**config.mk**
```make
export PLATFORM = sky130hd
export DESIGN_NAME = acr_regs
export DESIGN_NICKNAME = d
export VERILOG_FILES = /design/src/design/acr_pkg.sv /design/src/design/acr_conv.sv /design/src/design/acr_regs.sv
export SDC_FILE = /design/constraint.sdc
export NUM_CORES = 1
export LEC_CHECK = 0
export BUFFER_PORTS_ARGS = -buffer_cell sky130_fd_sc_hd__clkbuf_2
export CAP_MARGIN = 20
export CORE_MARGIN = 3
export CORE_UTILIZATION = 55
export DETAILED_ROUTE_END_ITERATION = 6
export PLACE_DENSITY = 0.81
export SLEW_MARGIN = 20
export SYNTH_ARGS = -nofsm -noshare
export SYNTH_HDL_FRONTEND = slang
export SYNTH_HIERARCHICAL = 1
export SYNTH_SLANG_ARGS = --single-unit
export TNS_END_PERCENT = 5
```
**constraint.sdc**
```tcl
create_clock -name CLK -period 5 [get_ports CLK]
set_input_delay 0.25 -clock CLK [delete_from_list [all_inputs] [get_ports CLK]]
set_output_delay 0.25 -clock CLK [all_outputs]
set_load 0.05 [all_outputs]
```
**src/design/acr_pkg.sv**
```systemverilog
package acr_pkg;
	localparam int CLK_MHZ = 125;
	localparam int TRACK_NS = 400;
	// Least sampling time, rounded up to whole cycles
	localparam int TRACK_CYC = (TRACK_NS * CLK_MHZ + 999) / 1000;
	localparam int CONVERT_CYC = 64;
	localparam int CNT_W = 8;
	localparam int TMR_W = 24;
	localparam logic [2:0] PTR_RESULT = 3'h0;
	localparam logic [2:0] PTR_STATUS = 3'h1;
	localparam logic [2:0] PTR_CONFIG = 3'h2;
	localparam logic [2:0] PTR_LOW = 3'h3;
	localparam logic [2:0] PTR_HIGH = 3'h4;
	localparam logic [2:0] PTR_HYST = 3'h5;
	localparam logic [2:0] PTR_MIN = 3'h6;
	localparam logic [2:0] PTR_MAX = 3'h7;
	localparam logic [2:0] PTR_RST = 3'h0;
	localparam int RES_LSB = 2;
	localparam int RES_MSB = 11;
	localparam int ALERT_BIT = 15;
	localparam int CFG_CYC_MSB = 7;
	localparam int CFG_CYC_LSB = 5;
	localparam int CFG_HOLD_BIT = 4;
	localparam int CFG_FLAG_EN_BIT = 3;
	localparam int FLG_OVER = 1;
	localparam int FLG_UNDER = 0;
	localparam logic [3:0] AUTO_SHIFT_BASE = 4'h4;
	localparam logic [3:0] BITS_PER_BYTE = 4'h8;
	localparam logic [7:0] CFG_WMASK = 8'hFD;
	localparam logic [7:0] CFG_RST = 8'h00;
	localparam logic [1:0] FLG_RST = 2'h0;
	localparam logic [9:0] RES_RST = 10'h000;
	localparam logic [9:0] LOW_RST = 10'h000;
	localparam logic [9:0] HIGH_RST = 10'h3FF;
	localparam logic [9:0] HYST_RST = 10'h000;
	localparam logic [9:0] MIN_RST = 10'h3FF;
	localparam logic [9:0] MAX_RST = 10'h000;

	typedef enum logic [2:0] {BP_IDLE, BP_ADDR, BP_AACK, BP_WDATA, BP_WACK, BP_RDATA, BP_RACK} acr_bus_t;
	typedef enum logic [1:0] {CV_IDLE, CV_TRACK, CV_HOLD} acr_cv_t;

	function automatic logic [15:0] acr_word(input logic [9:0] v);
		logic [15:0] w;
		w = 16'h0000;
		w[RES_MSB:RES_LSB] = v;
		return w;
	endfunction

	function automatic logic [9:0] acr_field(input logic [15:0] w);
		return w[RES_MSB:RES_LSB];
	endfunction
endpackage

```
**src/design/acr_conv.sv**
```systemverilog
`timescale 1ns/10ps
module acr_conv import acr_pkg::*; (
	input wire logic clk,
	input wire logic rst_b,
	input wire logic ce,
	input wire logic start,
	input wire logic [9:0] code_in,
	output logic track,
	output logic busy,
	output logic done,
	output logic [9:0] result
);
	typedef struct packed {
		acr_cv_t ph;
		logic [CNT_W-1:0] cnt;
		logic done;
		logic [9:0] res;
	} acr_conv_st_t;

	localparam acr_conv_st_t ACR_CONV_RST = '{ph: CV_IDLE, cnt: '0, done: 1'b0, res: RES_RST};

	acr_conv_st_t st_r;
	acr_conv_st_t st_nxt;

	always_comb begin
		st_nxt = st_r;
		st_nxt.done = 1'b0;
		case (st_r.ph)
			CV_IDLE: begin
				// Starts while busy are dropped, not queued
				if (start) begin
					st_nxt.ph = CV_TRACK;
					st_nxt.cnt = '0;
				end
			end
			CV_TRACK: begin
				if (st_r.cnt == CNT_W'(TRACK_CYC - 1)) begin
					st_nxt.ph = CV_HOLD;
					st_nxt.cnt = '0;
				end else begin
					st_nxt.cnt = st_r.cnt + 1'b1;
				end
			end
			CV_HOLD: begin
				if (st_r.cnt == CNT_W'(CONVERT_CYC - 1)) begin
					st_nxt.res = code_in;
					st_nxt.done = 1'b1;
					st_nxt.ph = CV_IDLE;
				end else begin
					st_nxt.cnt = st_r.cnt + 1'b1;
				end
			end
			default: st_nxt.ph = CV_IDLE;
		endcase
	end

	always_ff @(posedge clk or negedge rst_b) begin
		if (!rst_b) begin
			st_r <= ACR_CONV_RST;
		end else if (ce) begin
			st_r <= st_nxt;
		end
	end

	assign track = (st_r.ph == CV_TRACK);
	assign busy = (st_r.ph != CV_IDLE);
	assign done = st_r.done;
	assign result = st_r.res;

	property p_start;
		@(posedge clk) disable iff (!rst_b) (ce && start && !busy) |=> track;
	endproperty
	a_start: assert property (p_start) else $error("conversion did not enter track");

	property p_track_len;
		@(posedge clk) disable iff (!rst_b)
			(ce && track && st_r.cnt == CNT_W'(TRACK_CYC - 1)) |=> (!track && busy);
	endproperty
	a_track_len: assert property (p_track_len) else $error("track phase length wrong");
endmodule // acr_conv

```
**src/design/acr_regs.sv**
```systemverilog
`timescale 1ns/10ps
// Overview of operation
// Conversion cycle starts at acknowledge falling edge
// Result read or automatic mode starts conversion
// Automatic interval chosen by cycle-time field
// Input tracked fixed cycles, then converted
// Result sits in bits 11:2, straight binary
// Power-on reset loads every register default
// First write byte loads the register pointer
// Three pointer bits select eight registers
// Controller writes zero to upper pointer bits
// Pointer resets to result register
// Result register is read-only
// Bit 15 shows enabled alert summary
// Reserved bits read zero, written zero; config bits 2 and 0 keep the value written and read back as written
// Over-range flag sets above upper limit
// Over-range clears by write-one or hysteresis
// Under-range flag sets below lower limit
// Under-range clears by write-one or hysteresis
// Alert flags are active high
// Automatic mode tracks lowest and highest result
// Zero cycle-time field disables automatic mode
// Sticky bit stops flag self-clearing
// Configuration bit 3 enables summary bit
// Min/max update only in automatic mode
// Limits checked once per completed conversion
module acr_regs import acr_pkg::*; #(
	parameter logic [6:0] DEV_ADDR = 7'h2A, // Arbitrary default
	parameter int AUTO_UNIT_CYC = 128
) (
	input wire logic CLK,
	input wire logic RST_B,
	input wire logic CE,
	input wire logic SCL_IN,
	input wire logic SDA_IN,
	input wire logic [9:0] ANALOG_CODE,
	output logic SDA_OUT,
	output logic SDA_OE_B,
	output logic TRACK,
	output logic BUSY
);
	typedef struct packed {
		logic [2:0] scl_s;
		logic [2:0] sda_s;
		logic scl_f;
		logic sda_f;
		acr_bus_t ph;
		logic [3:0] bitc;
		logic [7:0] shf;
		logic rw;
		logic first;
		logic bsel;
		logic [7:0] hold;
		logic [15:0] rdw;
		logic oe_b;
		logic [2:0] ptr;
		logic [7:0] cfg;
		logic [9:0] lo;
		logic [9:0] hi;
		logic [9:0] hyst;
		logic [9:0] lowest_result_store;
		logic [9:0] highest_result_store;
		logic [9:0] res;
		logic [1:0] flg;
		logic [TMR_W-1:0] tmr;
		logic go;
	} acr_st_t;

	localparam acr_st_t ACR_RST = '{scl_s: 3'h7, sda_s: 3'h7, scl_f: 1'b1, sda_f: 1'b1,
		ph: BP_IDLE, bitc: 4'h0, shf: 8'h00, rw: 1'b0, first: 1'b0, bsel: 1'b0,
		hold: 8'h00, rdw: 16'h0000, oe_b: 1'b1, ptr: PTR_RST, cfg: CFG_RST, lo: LOW_RST,
		hi: HIGH_RST, hyst: HYST_RST, lowest_result_store: MIN_RST,
		highest_result_store: MAX_RST, res: RES_RST,
		flg: FLG_RST, tmr: '0, go: 1'b0};

	function automatic logic acr_narrow(input logic [2:0] p);
		return (p == PTR_STATUS) || (p == PTR_CONFIG);
	endfunction

	function automatic logic [TMR_W-1:0] acr_interval(input logic [2:0] code);
		return TMR_W'(AUTO_UNIT_CYC) << (4'(code) + AUTO_SHIFT_BASE);
	endfunction

	acr_st_t st_r;
	acr_st_t st_nxt;
	logic scl_n;
	logic sda_n;
	logic scl_rise;
	logic scl_fall;
	logic bus_start;
	logic bus_stop;
	logic auto_on;
	logic [15:0] rd_word;
	logic wr_en;
	logic [2:0] wr_ptr;
	logic [15:0] wr_word;
	logic ptr_load;
	logic do_load;
	logic ld_s;
	logic [15:0] ld_w;
	logic [7:0] ld_b;
	logic [1:0] w1c;
	logic [1:0] flg_set;
	logic [1:0] flg_clr;
	logic cv_done;
	logic cv_busy;
	logic [9:0] cv_res;

	acr_conv u_conv (
		.clk(CLK),
		.rst_b(RST_B),
		.ce(CE),
		.start(st_r.go),
		.code_in(ANALOG_CODE),
		.track(TRACK),
		.busy(cv_busy),
		.done(cv_done),
		.result(cv_res)
	);

	// Pin filter: a level counts once the last two stages agree
	assign scl_n = (st_r.scl_s[1] == st_r.scl_s[2]) ? st_r.scl_s[2] : st_r.scl_f;
	assign sda_n = (st_r.sda_s[1] == st_r.sda_s[2]) ? st_r.sda_s[2] : st_r.sda_f;
	assign scl_rise = scl_n && !st_r.scl_f;
	assign scl_fall = !scl_n && st_r.scl_f;
	assign bus_start = st_r.scl_f && scl_n && st_r.sda_f && !sda_n;
	assign bus_stop = st_r.scl_f && scl_n && !st_r.sda_f && sda_n;
	assign auto_on = (st_r.cfg[CFG_CYC_MSB:CFG_CYC_LSB] != 3'h0);

	always_comb begin
		rd_word = 16'h0000;
		case (st_r.ptr)
			PTR_RESULT: begin
				rd_word = acr_word(st_r.res);
				rd_word[ALERT_BIT] = st_r.cfg[CFG_FLAG_EN_BIT] && (st_r.flg != 2'h0);
			end
			PTR_STATUS: rd_word = 16'(st_r.flg);
			PTR_CONFIG: rd_word = 16'(st_r.cfg);
			PTR_LOW: rd_word = acr_word(st_r.lo);
			PTR_HIGH: rd_word = acr_word(st_r.hi);
			PTR_HYST: rd_word = acr_word(st_r.hyst);
			PTR_MIN: rd_word = acr_word(st_r.lowest_result_store);
			PTR_MAX: rd_word = acr_word(st_r.highest_result_store);
			default: rd_word = 16'h0000;
		endcase
	end

	always_comb begin
		st_nxt = st_r;
		st_nxt.go = 1'b0;
		st_nxt.scl_s = {st_r.scl_s[1:0], SCL_IN};
		st_nxt.sda_s = {st_r.sda_s[1:0], SDA_IN};
		st_nxt.scl_f = scl_n;
		st_nxt.sda_f = sda_n;
		wr_en = 1'b0;
		wr_ptr = st_r.ptr;
		wr_word = 16'h0000;
		ptr_load = 1'b0;
		do_load = 1'b0;
		ld_s = 1'b0;
		ld_w = st_r.rdw;
		ld_b = 8'h00;
		w1c = 2'h0;
		flg_set = 2'h0;
		flg_clr = 2'h0;
		if (bus_start) begin
			st_nxt.ph = BP_ADDR;
			st_nxt.bitc = 4'h0;
			st_nxt.oe_b = 1'b1;
		end else if (bus_stop) begin
			st_nxt.ph = BP_IDLE;
			st_nxt.oe_b = 1'b1;
		end else if (scl_rise) begin
			case (st_r.ph)
				BP_ADDR, BP_WDATA: begin
					st_nxt.shf = {st_r.shf[6:0], sda_n};
					st_nxt.bitc = st_r.bitc + 1'b1;
				end
				BP_RACK: begin
					// Controller NACK ends the read
					if (sda_n) begin
						st_nxt.ph = BP_IDLE;
					end
				end
				default: st_nxt.ph = st_r.ph;
			endcase
		end else if (scl_fall) begin
			case (st_r.ph)
				BP_ADDR: begin
					if (st_r.bitc == BITS_PER_BYTE && st_r.shf[7:1] == DEV_ADDR) begin
						st_nxt.oe_b = 1'b0;
						st_nxt.ph = BP_AACK;
						st_nxt.rw = st_r.shf[0];
						st_nxt.bsel = 1'b0;
						// Snapshot before the new conversion overwrites it
						st_nxt.rdw = rd_word;
						if (st_r.shf[0] && st_r.ptr == PTR_RESULT && !auto_on) begin
							st_nxt.go = 1'b1;
						end
					end else if (st_r.bitc == BITS_PER_BYTE) begin
						st_nxt.ph = BP_IDLE;
					end
				end
				BP_AACK: begin
					if (st_r.rw) begin
						do_load = 1'b1;
					end else begin
						st_nxt.oe_b = 1'b1;
						st_nxt.ph = BP_WDATA;
						st_nxt.first = 1'b1;
						st_nxt.bitc = 4'h0;
					end
				end
				BP_WDATA: begin
					if (st_r.bitc == BITS_PER_BYTE) begin
						st_nxt.oe_b = 1'b0;
						st_nxt.ph = BP_WACK;
						st_nxt.bitc = 4'h0;
						if (st_r.first) begin
							ptr_load = 1'b1;
							st_nxt.ptr = st_r.shf[2:0];
							st_nxt.first = 1'b0;
							st_nxt.bsel = 1'b0;
						end else if (acr_narrow(st_r.ptr)) begin
							wr_en = 1'b1;
							wr_word = 16'(st_r.shf);
						end else if (!st_r.bsel) begin
							st_nxt.hold = st_r.shf;
							st_nxt.bsel = 1'b1;
						end else begin
							wr_en = 1'b1;
							wr_word = {st_r.hold, st_r.shf};
							st_nxt.bsel = 1'b0;
						end
					end
				end
				BP_WACK: begin
					st_nxt.oe_b = 1'b1;
					st_nxt.ph = BP_WDATA;
				end
				BP_RDATA: begin
					if (st_r.bitc == BITS_PER_BYTE) begin
						st_nxt.oe_b = 1'b1;
						st_nxt.ph = BP_RACK;
					end else begin
						st_nxt.oe_b = st_r.shf[7];
						st_nxt.shf = {st_r.shf[6:0], 1'b0};
						st_nxt.bitc = st_r.bitc + 1'b1;
					end
				end
				BP_RACK: begin
					do_load = 1'b1;
					ld_s = !acr_narrow(st_r.ptr) && !st_r.bsel;
					ld_w = ld_s ? st_r.rdw : rd_word;
				end
				default: st_nxt.ph = BP_IDLE;
			endcase
		end
		// Byte out: wide registers send high byte then low byte
		if (do_load) begin
			ld_b = (!acr_narrow(st_r.ptr) && !ld_s) ? ld_w[15:8] : ld_w[7:0];
			st_nxt.rdw = ld_w;
			st_nxt.bsel = ld_s;
			st_nxt.oe_b = ld_b[7];
			st_nxt.shf = {ld_b[6:0], 1'b0};
			st_nxt.bitc = 4'h1;
			st_nxt.ph = BP_RDATA;
		end
		if (wr_en) begin
			case (wr_ptr)
				PTR_STATUS: w1c = wr_word[1:0];
				PTR_CONFIG: st_nxt.cfg = wr_word[7:0] & CFG_WMASK;
				PTR_LOW: st_nxt.lo = acr_field(wr_word);
				PTR_HIGH: st_nxt.hi = acr_field(wr_word);
				PTR_HYST: st_nxt.hyst = acr_field(wr_word);
				PTR_MIN: st_nxt.lowest_result_store = acr_field(wr_word);
				PTR_MAX: st_nxt.highest_result_store = acr_field(wr_word);
				default: st_nxt.res = st_r.res;
			endcase
		end
		// Automatic interval timer; restarts whenever the mode is off
		if (!auto_on) begin
			st_nxt.tmr = '0;
		end else if (st_r.tmr >= acr_interval(st_r.cfg[CFG_CYC_MSB:CFG_CYC_LSB]) - 1'b1) begin
			st_nxt.tmr = '0;
			st_nxt.go = 1'b1;
		end else begin
			st_nxt.tmr = st_r.tmr + 1'b1;
		end
		if (cv_done) begin
			st_nxt.res = cv_res;
			flg_set[FLG_OVER] = cv_res > st_r.hi;
			flg_set[FLG_UNDER] = cv_res < st_r.lo;
			if (!st_r.cfg[CFG_HOLD_BIT]) begin
				flg_clr[FLG_OVER] = ({1'b0, cv_res} + {1'b0, st_r.hyst}) < {1'b0, st_r.hi};
				flg_clr[FLG_UNDER] = {1'b0, cv_res} > ({1'b0, st_r.lo} + {1'b0, st_r.hyst});
			end
			if (auto_on) begin
				if (cv_res < st_nxt.lowest_result_store) begin
					st_nxt.lowest_result_store = cv_res;
				end
				if (cv_res > st_nxt.highest_result_store) begin
					st_nxt.highest_result_store = cv_res;
				end
			end
		end
		// An alert arriving with a clear keeps the flag set
		st_nxt.flg = (st_r.flg & ~w1c & ~flg_clr) | flg_set;
	end

	always_ff @(posedge CLK or negedge RST_B) begin
		if (!RST_B) begin
			st_r <= ACR_RST;
		end else if (CE) begin
			st_r <= st_nxt;
		end
	end

	// Open drain: only ever pulls low
	assign SDA_OUT = 1'b0;
	assign SDA_OE_B = st_r.oe_b;
	assign BUSY = cv_busy;

	property p_over_set;
		@(posedge CLK) disable iff (!RST_B) (CE && cv_done && cv_res > st_r.hi) |=> st_r.flg[FLG_OVER];
	endproperty
	a_over_set: assert property (p_over_set) else $error("over-range flag not set");

	property p_under_set;
		@(posedge CLK) disable iff (!RST_B) (CE && cv_done && cv_res < st_r.lo) |=> st_r.flg[FLG_UNDER];
	endproperty
	a_under_set: assert property (p_under_set) else $error("under-range flag not set");

	property p_hold_sticky;
		@(posedge CLK) disable iff (!RST_B)
			(CE && st_r.cfg[CFG_HOLD_BIT] && st_r.flg[FLG_OVER] && !(wr_en && wr_ptr == PTR_STATUS))
			|=> st_r.flg[FLG_OVER];
	endproperty
	a_hold_sticky: assert property (p_hold_sticky) else $error("sticky flag cleared itself");

	property p_ro_result;
		@(posedge CLK) disable iff (!RST_B) (CE && wr_en && wr_ptr == PTR_RESULT && !cv_done) |=> $stable(st_r.res);
	endproperty
	a_ro_result: assert property (p_ro_result) else $error("result register was written");

	property p_minmax_normal;
		@(posedge CLK) disable iff (!RST_B) (CE && !auto_on && !wr_en)
			|=> ($stable(st_r.lowest_result_store) && $stable(st_r.highest_result_store));
	endproperty
	a_minmax_normal: assert property (p_minmax_normal) else $error("min/max moved in normal mode");

	property p_ptr_load;
		@(posedge CLK) disable iff (!RST_B) (CE && ptr_load) |=> (st_r.ptr == $past(st_r.shf[2:0]));
	endproperty
	a_ptr_load: assert property (p_ptr_load) else $error("pointer not loaded from first byte");

	property p_read_conv;
		@(posedge CLK) disable iff (!RST_B) (CE && st_r.go && !cv_busy) |=> TRACK [*8];
	endproperty
	a_read_conv: assert property (p_read_conv) else $error("conversion did not track");

	property p_result_field;
		@(posedge CLK) disable iff (!RST_B)
			(CE && cv_done && st_r.ptr == PTR_RESULT) |=> (rd_word[RES_MSB:RES_LSB] == $past(cv_res));
	endproperty
	a_result_field: assert property (p_result_field) else $error("result not in bits 11:2");
endmodule // acr_regs

```
==> impl_results.md <==
- Status: complete, no violations
- Final setup TNS: 0 ns
- Initial Utilization: 56.4%
- Antenna diode count: 0
- Worst-Margin Slew: 0.729 ns
- Critical path class: flop to flop
- # H-tree levels: 4
- Syn avg cell area: 9.21 µm²
- WL per Instance: 20.3 µm
- Number of max-cap violations: 0
- Psw: approximately 1.3 mW
- Core Box Area: 20400 µm²
- Share of layout cells above drive strength 1: 14.6%
- HPWL after DPL: 22100 µm
- Drt pass-1 iters: 6
- Clock root cell: clkbuf_16
- Die area: between 20000 and 25000 µm²
- Post-Syn Area: 11500 µm²
- Leading area contributor after synthesis: dfrtp_1
- Commonest non-fill, non-tap cell in the layout: nand2_1
- Antenna violations before repair: 1
- Grt ovf: 0
- Post-DRT Antenna Nets: 0
- Number of global-route vias before repair: 9545
- Clock group share of total power: between 30% and 40%
- DR vias/cell: 6.59
- Cells after Synth: 1246
- Remaining DRCs: 0
- TritonCTS buffer count: 17
- Yosys reg bits: 165
- Final period util: about nine tenths
- Multi-input logic area: 6800 µm²
- Top post-synthesis cells by area: dfrtp_1 30%, ha_1 11%, dfstp_2 6.6%
- Routed wire length: just over 30000 µm
- TritonCTS clock tree: yes
- RSZ-0062 raised after global routing: no
- Req. time, crit path: 5.31 ns
- Crit path max fanout: 14
- Iteration-0 DRC Markers: 1267
- Chip Height: between 150 and 200 µm
- Postcts setup bufs: 0
- First-pass GRT wire length: slightly above 50000 µm
- Die Wd: 150 µm
- Crit path DAT: 4.77 ns
- CTS sink cnt: 165
- Placer congestion estimate: 0.946
- Sequential Area: 4170 µm²
- Most frequent cells in the layout: 147 x nand2_1, 136 x dfrtp_1, 119 x o21ai_0, 100 x ha_1, 68 x a21oi_1
- Logic pwr share: 21.3%
- Final Net Count: 1354
- Final min period: approximately 4.5 ns
- Slew margin rel.: 51.3%
- M3 GR Usage: 6.71%
- Grt met2 use: a little over two fifths
- Row count: 52
- Largest net degree at the start of global routing: between 70 and 80
- Sw Share: 35.9%
- Top_reg_cell synth: dfrtp_1
- Final Max Tran Viols: 0
- Synthesis-to-layout area growth: 7.13%
- Power after layout: 3.72 mW
- Seq/Total Area, Yosys: 36.3%
- Total track usage: between 20% and 30%
- DR vias: 10.0k
- Crit end category: flop
- Worst VDD drop: 268 µV
- Most used routing layer: met2
- Leakage: 5.42 nW
- Fin. Hold Viols: 0
- Pwr per Cell Area: 302 nW/µm²
- Fmax: 0.224 GHz
- Syn. warnings: 6
- Grt met1 use: 38.0%
- Worst-path clk slew: around 0.070 ns
- Clk_lat worst skew: between 0.4 and 0.5 ns
- Min-Delay Path Class: input pin to flop
- Post-synth EDFFs: 0
- Clk_skew: 0.0127 ns
- Post-synthesis cell type count: 90
- CTS max path bufs: 2
- Io pins: 19
- Sequential share of power: 45.9%
- Async S/R FF share, synth: 100%
- Setup crit start kind: flop
- Pint: 2.39 mW
- # setup viols final: 0
- Fillers: between 1.5k and 2k
- Post-synth top area share: 29.6%
- Port buffer count: 17
[power groups by stage]
stage	logic, mW	registers, mW	clock network (mW)
4_1_cts	0.778	1.69	1.23
6_report	0.791	1.71	1.22
3_5_place_dp	0.775	1.71	0
5_1_grt	0.875	1.72	1.29
3_3_place_gp	0.748	1.71	0
2_1_floorplan	0.594	1.61	0
[what timing repair did]
| action | 4_1_cts | 5_1_grt |
|---|---|---|
| gates resized for setup | 0 | 1 |
| endpoints found under the hold margin | 56 | 0 |
| hold buffers | 1 | 0 |
| endpoints found under the setup margin | 0 | 7 |
[metal layers]
metal | vias to the layer above | part of all wire (%) | wire length, µm
met2 | 532 | 45 | 13900
li1 | 4573 | - | -
met5 | - | 0.11 | 34
met1 | 4805 | 41 | 12700
met4 | 2 | 3.9 | 1200
met3 | 98 | 9.9 | 3050
[cell type report]
type                            instances  area share [%]
Timing Repair Buffer                   38            2.04
Multi-Input combinational cell        959            55.3
Tap cell                              270            2.75
Clock inverter                         12           0.814
Inverter                               56            1.71
Sequential cell                       165            33.9
Clock buffer                           20            3.55
[path summary, 6_finish.rpt]
check / from / endpoint / slack (ns) / depth (start not counted)
min in group asynchronous: RST_B / st_r[136] / 0.38 / 2
worst max-delay path: st_r[142] / st_r[41] / 0.54 / 19
worst max register to register: st_r[142] / st_r[41] / 0.54 / 19
max in group asynchronous: RST_B / st_r[44] / 3.48 / 3
worst min-delay path: ANALOG_CODE[5] / u_conv/result[5] / 0.02 / 2
worst min register to register: st_r[69] / st_r[69] / 0.48 / 2
[worst max-delay path, cell delays in order (launching register included)]
cell,delay (ns)
dfstp_2,0.40
nand2_1,0.08
nand2_1,0.05
o21a_1,0.13
ha_1,0.25
nand4b_1,0.19
nand4b_1,0.22
or2_4,0.33
or3_4,0.51
nand2_2,0.11
a21boi_0,0.21
ha_1,0.15
nand4_1,0.12
nor2_1,0.19
a21oi_1,0.09
o211a_1,0.14
a311oi_2,0.51
buf_4,0.30
a21oi_1,0.07
a221o_1,0.26
[state kept, by name (all words and copies together) (netlist names)]
register	flops
u_conv/st_r	10
wr_ptr	3
st_nxt	4
st_r	136
u_conv/done	1
SDA_OE_B	1
u_conv/result	10
[cell usage after synthesis (all sizes together), types with 6 or more instances]
| cell type | number |
|---|---|
| mux2 | 51 |
| o21a | 8 |
| mux2i | 11 |
| nand3 | 52 |
| ha | 100 |
| nand4 | 8 |
| and2 | 22 |
| nor2b | 32 |
| dfstp | 29 |
| xor2 | 6 |
| o21ai | 129 |
| clkbuf | 34 |
| buf | 34 |
| and3 | 22 |
| xnor2 | 10 |
| a21boi | 11 |
| nor2 | 47 |
| nor3 | 18 |
| nand2b | 6 |
| o311ai | 8 |
| a21o | 14 |
| a21oi | 70 |
| inv | 54 |
| o31ai | 10 |
| a22oi | 10 |
| o211ai | 11 |
| nand2 | 157 |
| a221o | 13 |
| nor4 | 13 |
| dfrtp | 136 |
| mux4 | 7 |
| a221oi | 7 |
| a31oi | 9 |
[through the flow]
step	worst slack (ns)	hold slack [ns]	util, %	area, µm²	instances
6_report	0.537	0.0227	60.4	12300	1520
5_1_grt	0.222	0.0325	60.4	12300	1520
4_1_cts	0.328	0.0167	60.3	12300	1520
3_5_place_dp	0.348	0.278	57.6	11700	1487
3_3_place_gp	0.483	0.279	57.6	11700	1487
2_1_floorplan	1.26	-0.0456	-	11500	1248
[cell families (layout without fill, tap and decap cells)]
logic type / count (synthesis) / after routing / share of synthesized area, %
compound gates: 358 / 358 / 20.6
xor+xnor: 16 / 16 / 1.22
fa+ha+maj: 102 / 102 / 11.2
buf+inv: 124 / 126 / 4.82
flops: 165 / 165 / 36.3
mux: 69 / 69 / 7.34
other cells: 2 / 4 / 0.0654
simple gates: 410 / 410 / 18.4
Power figures use the tool's default switching activity.
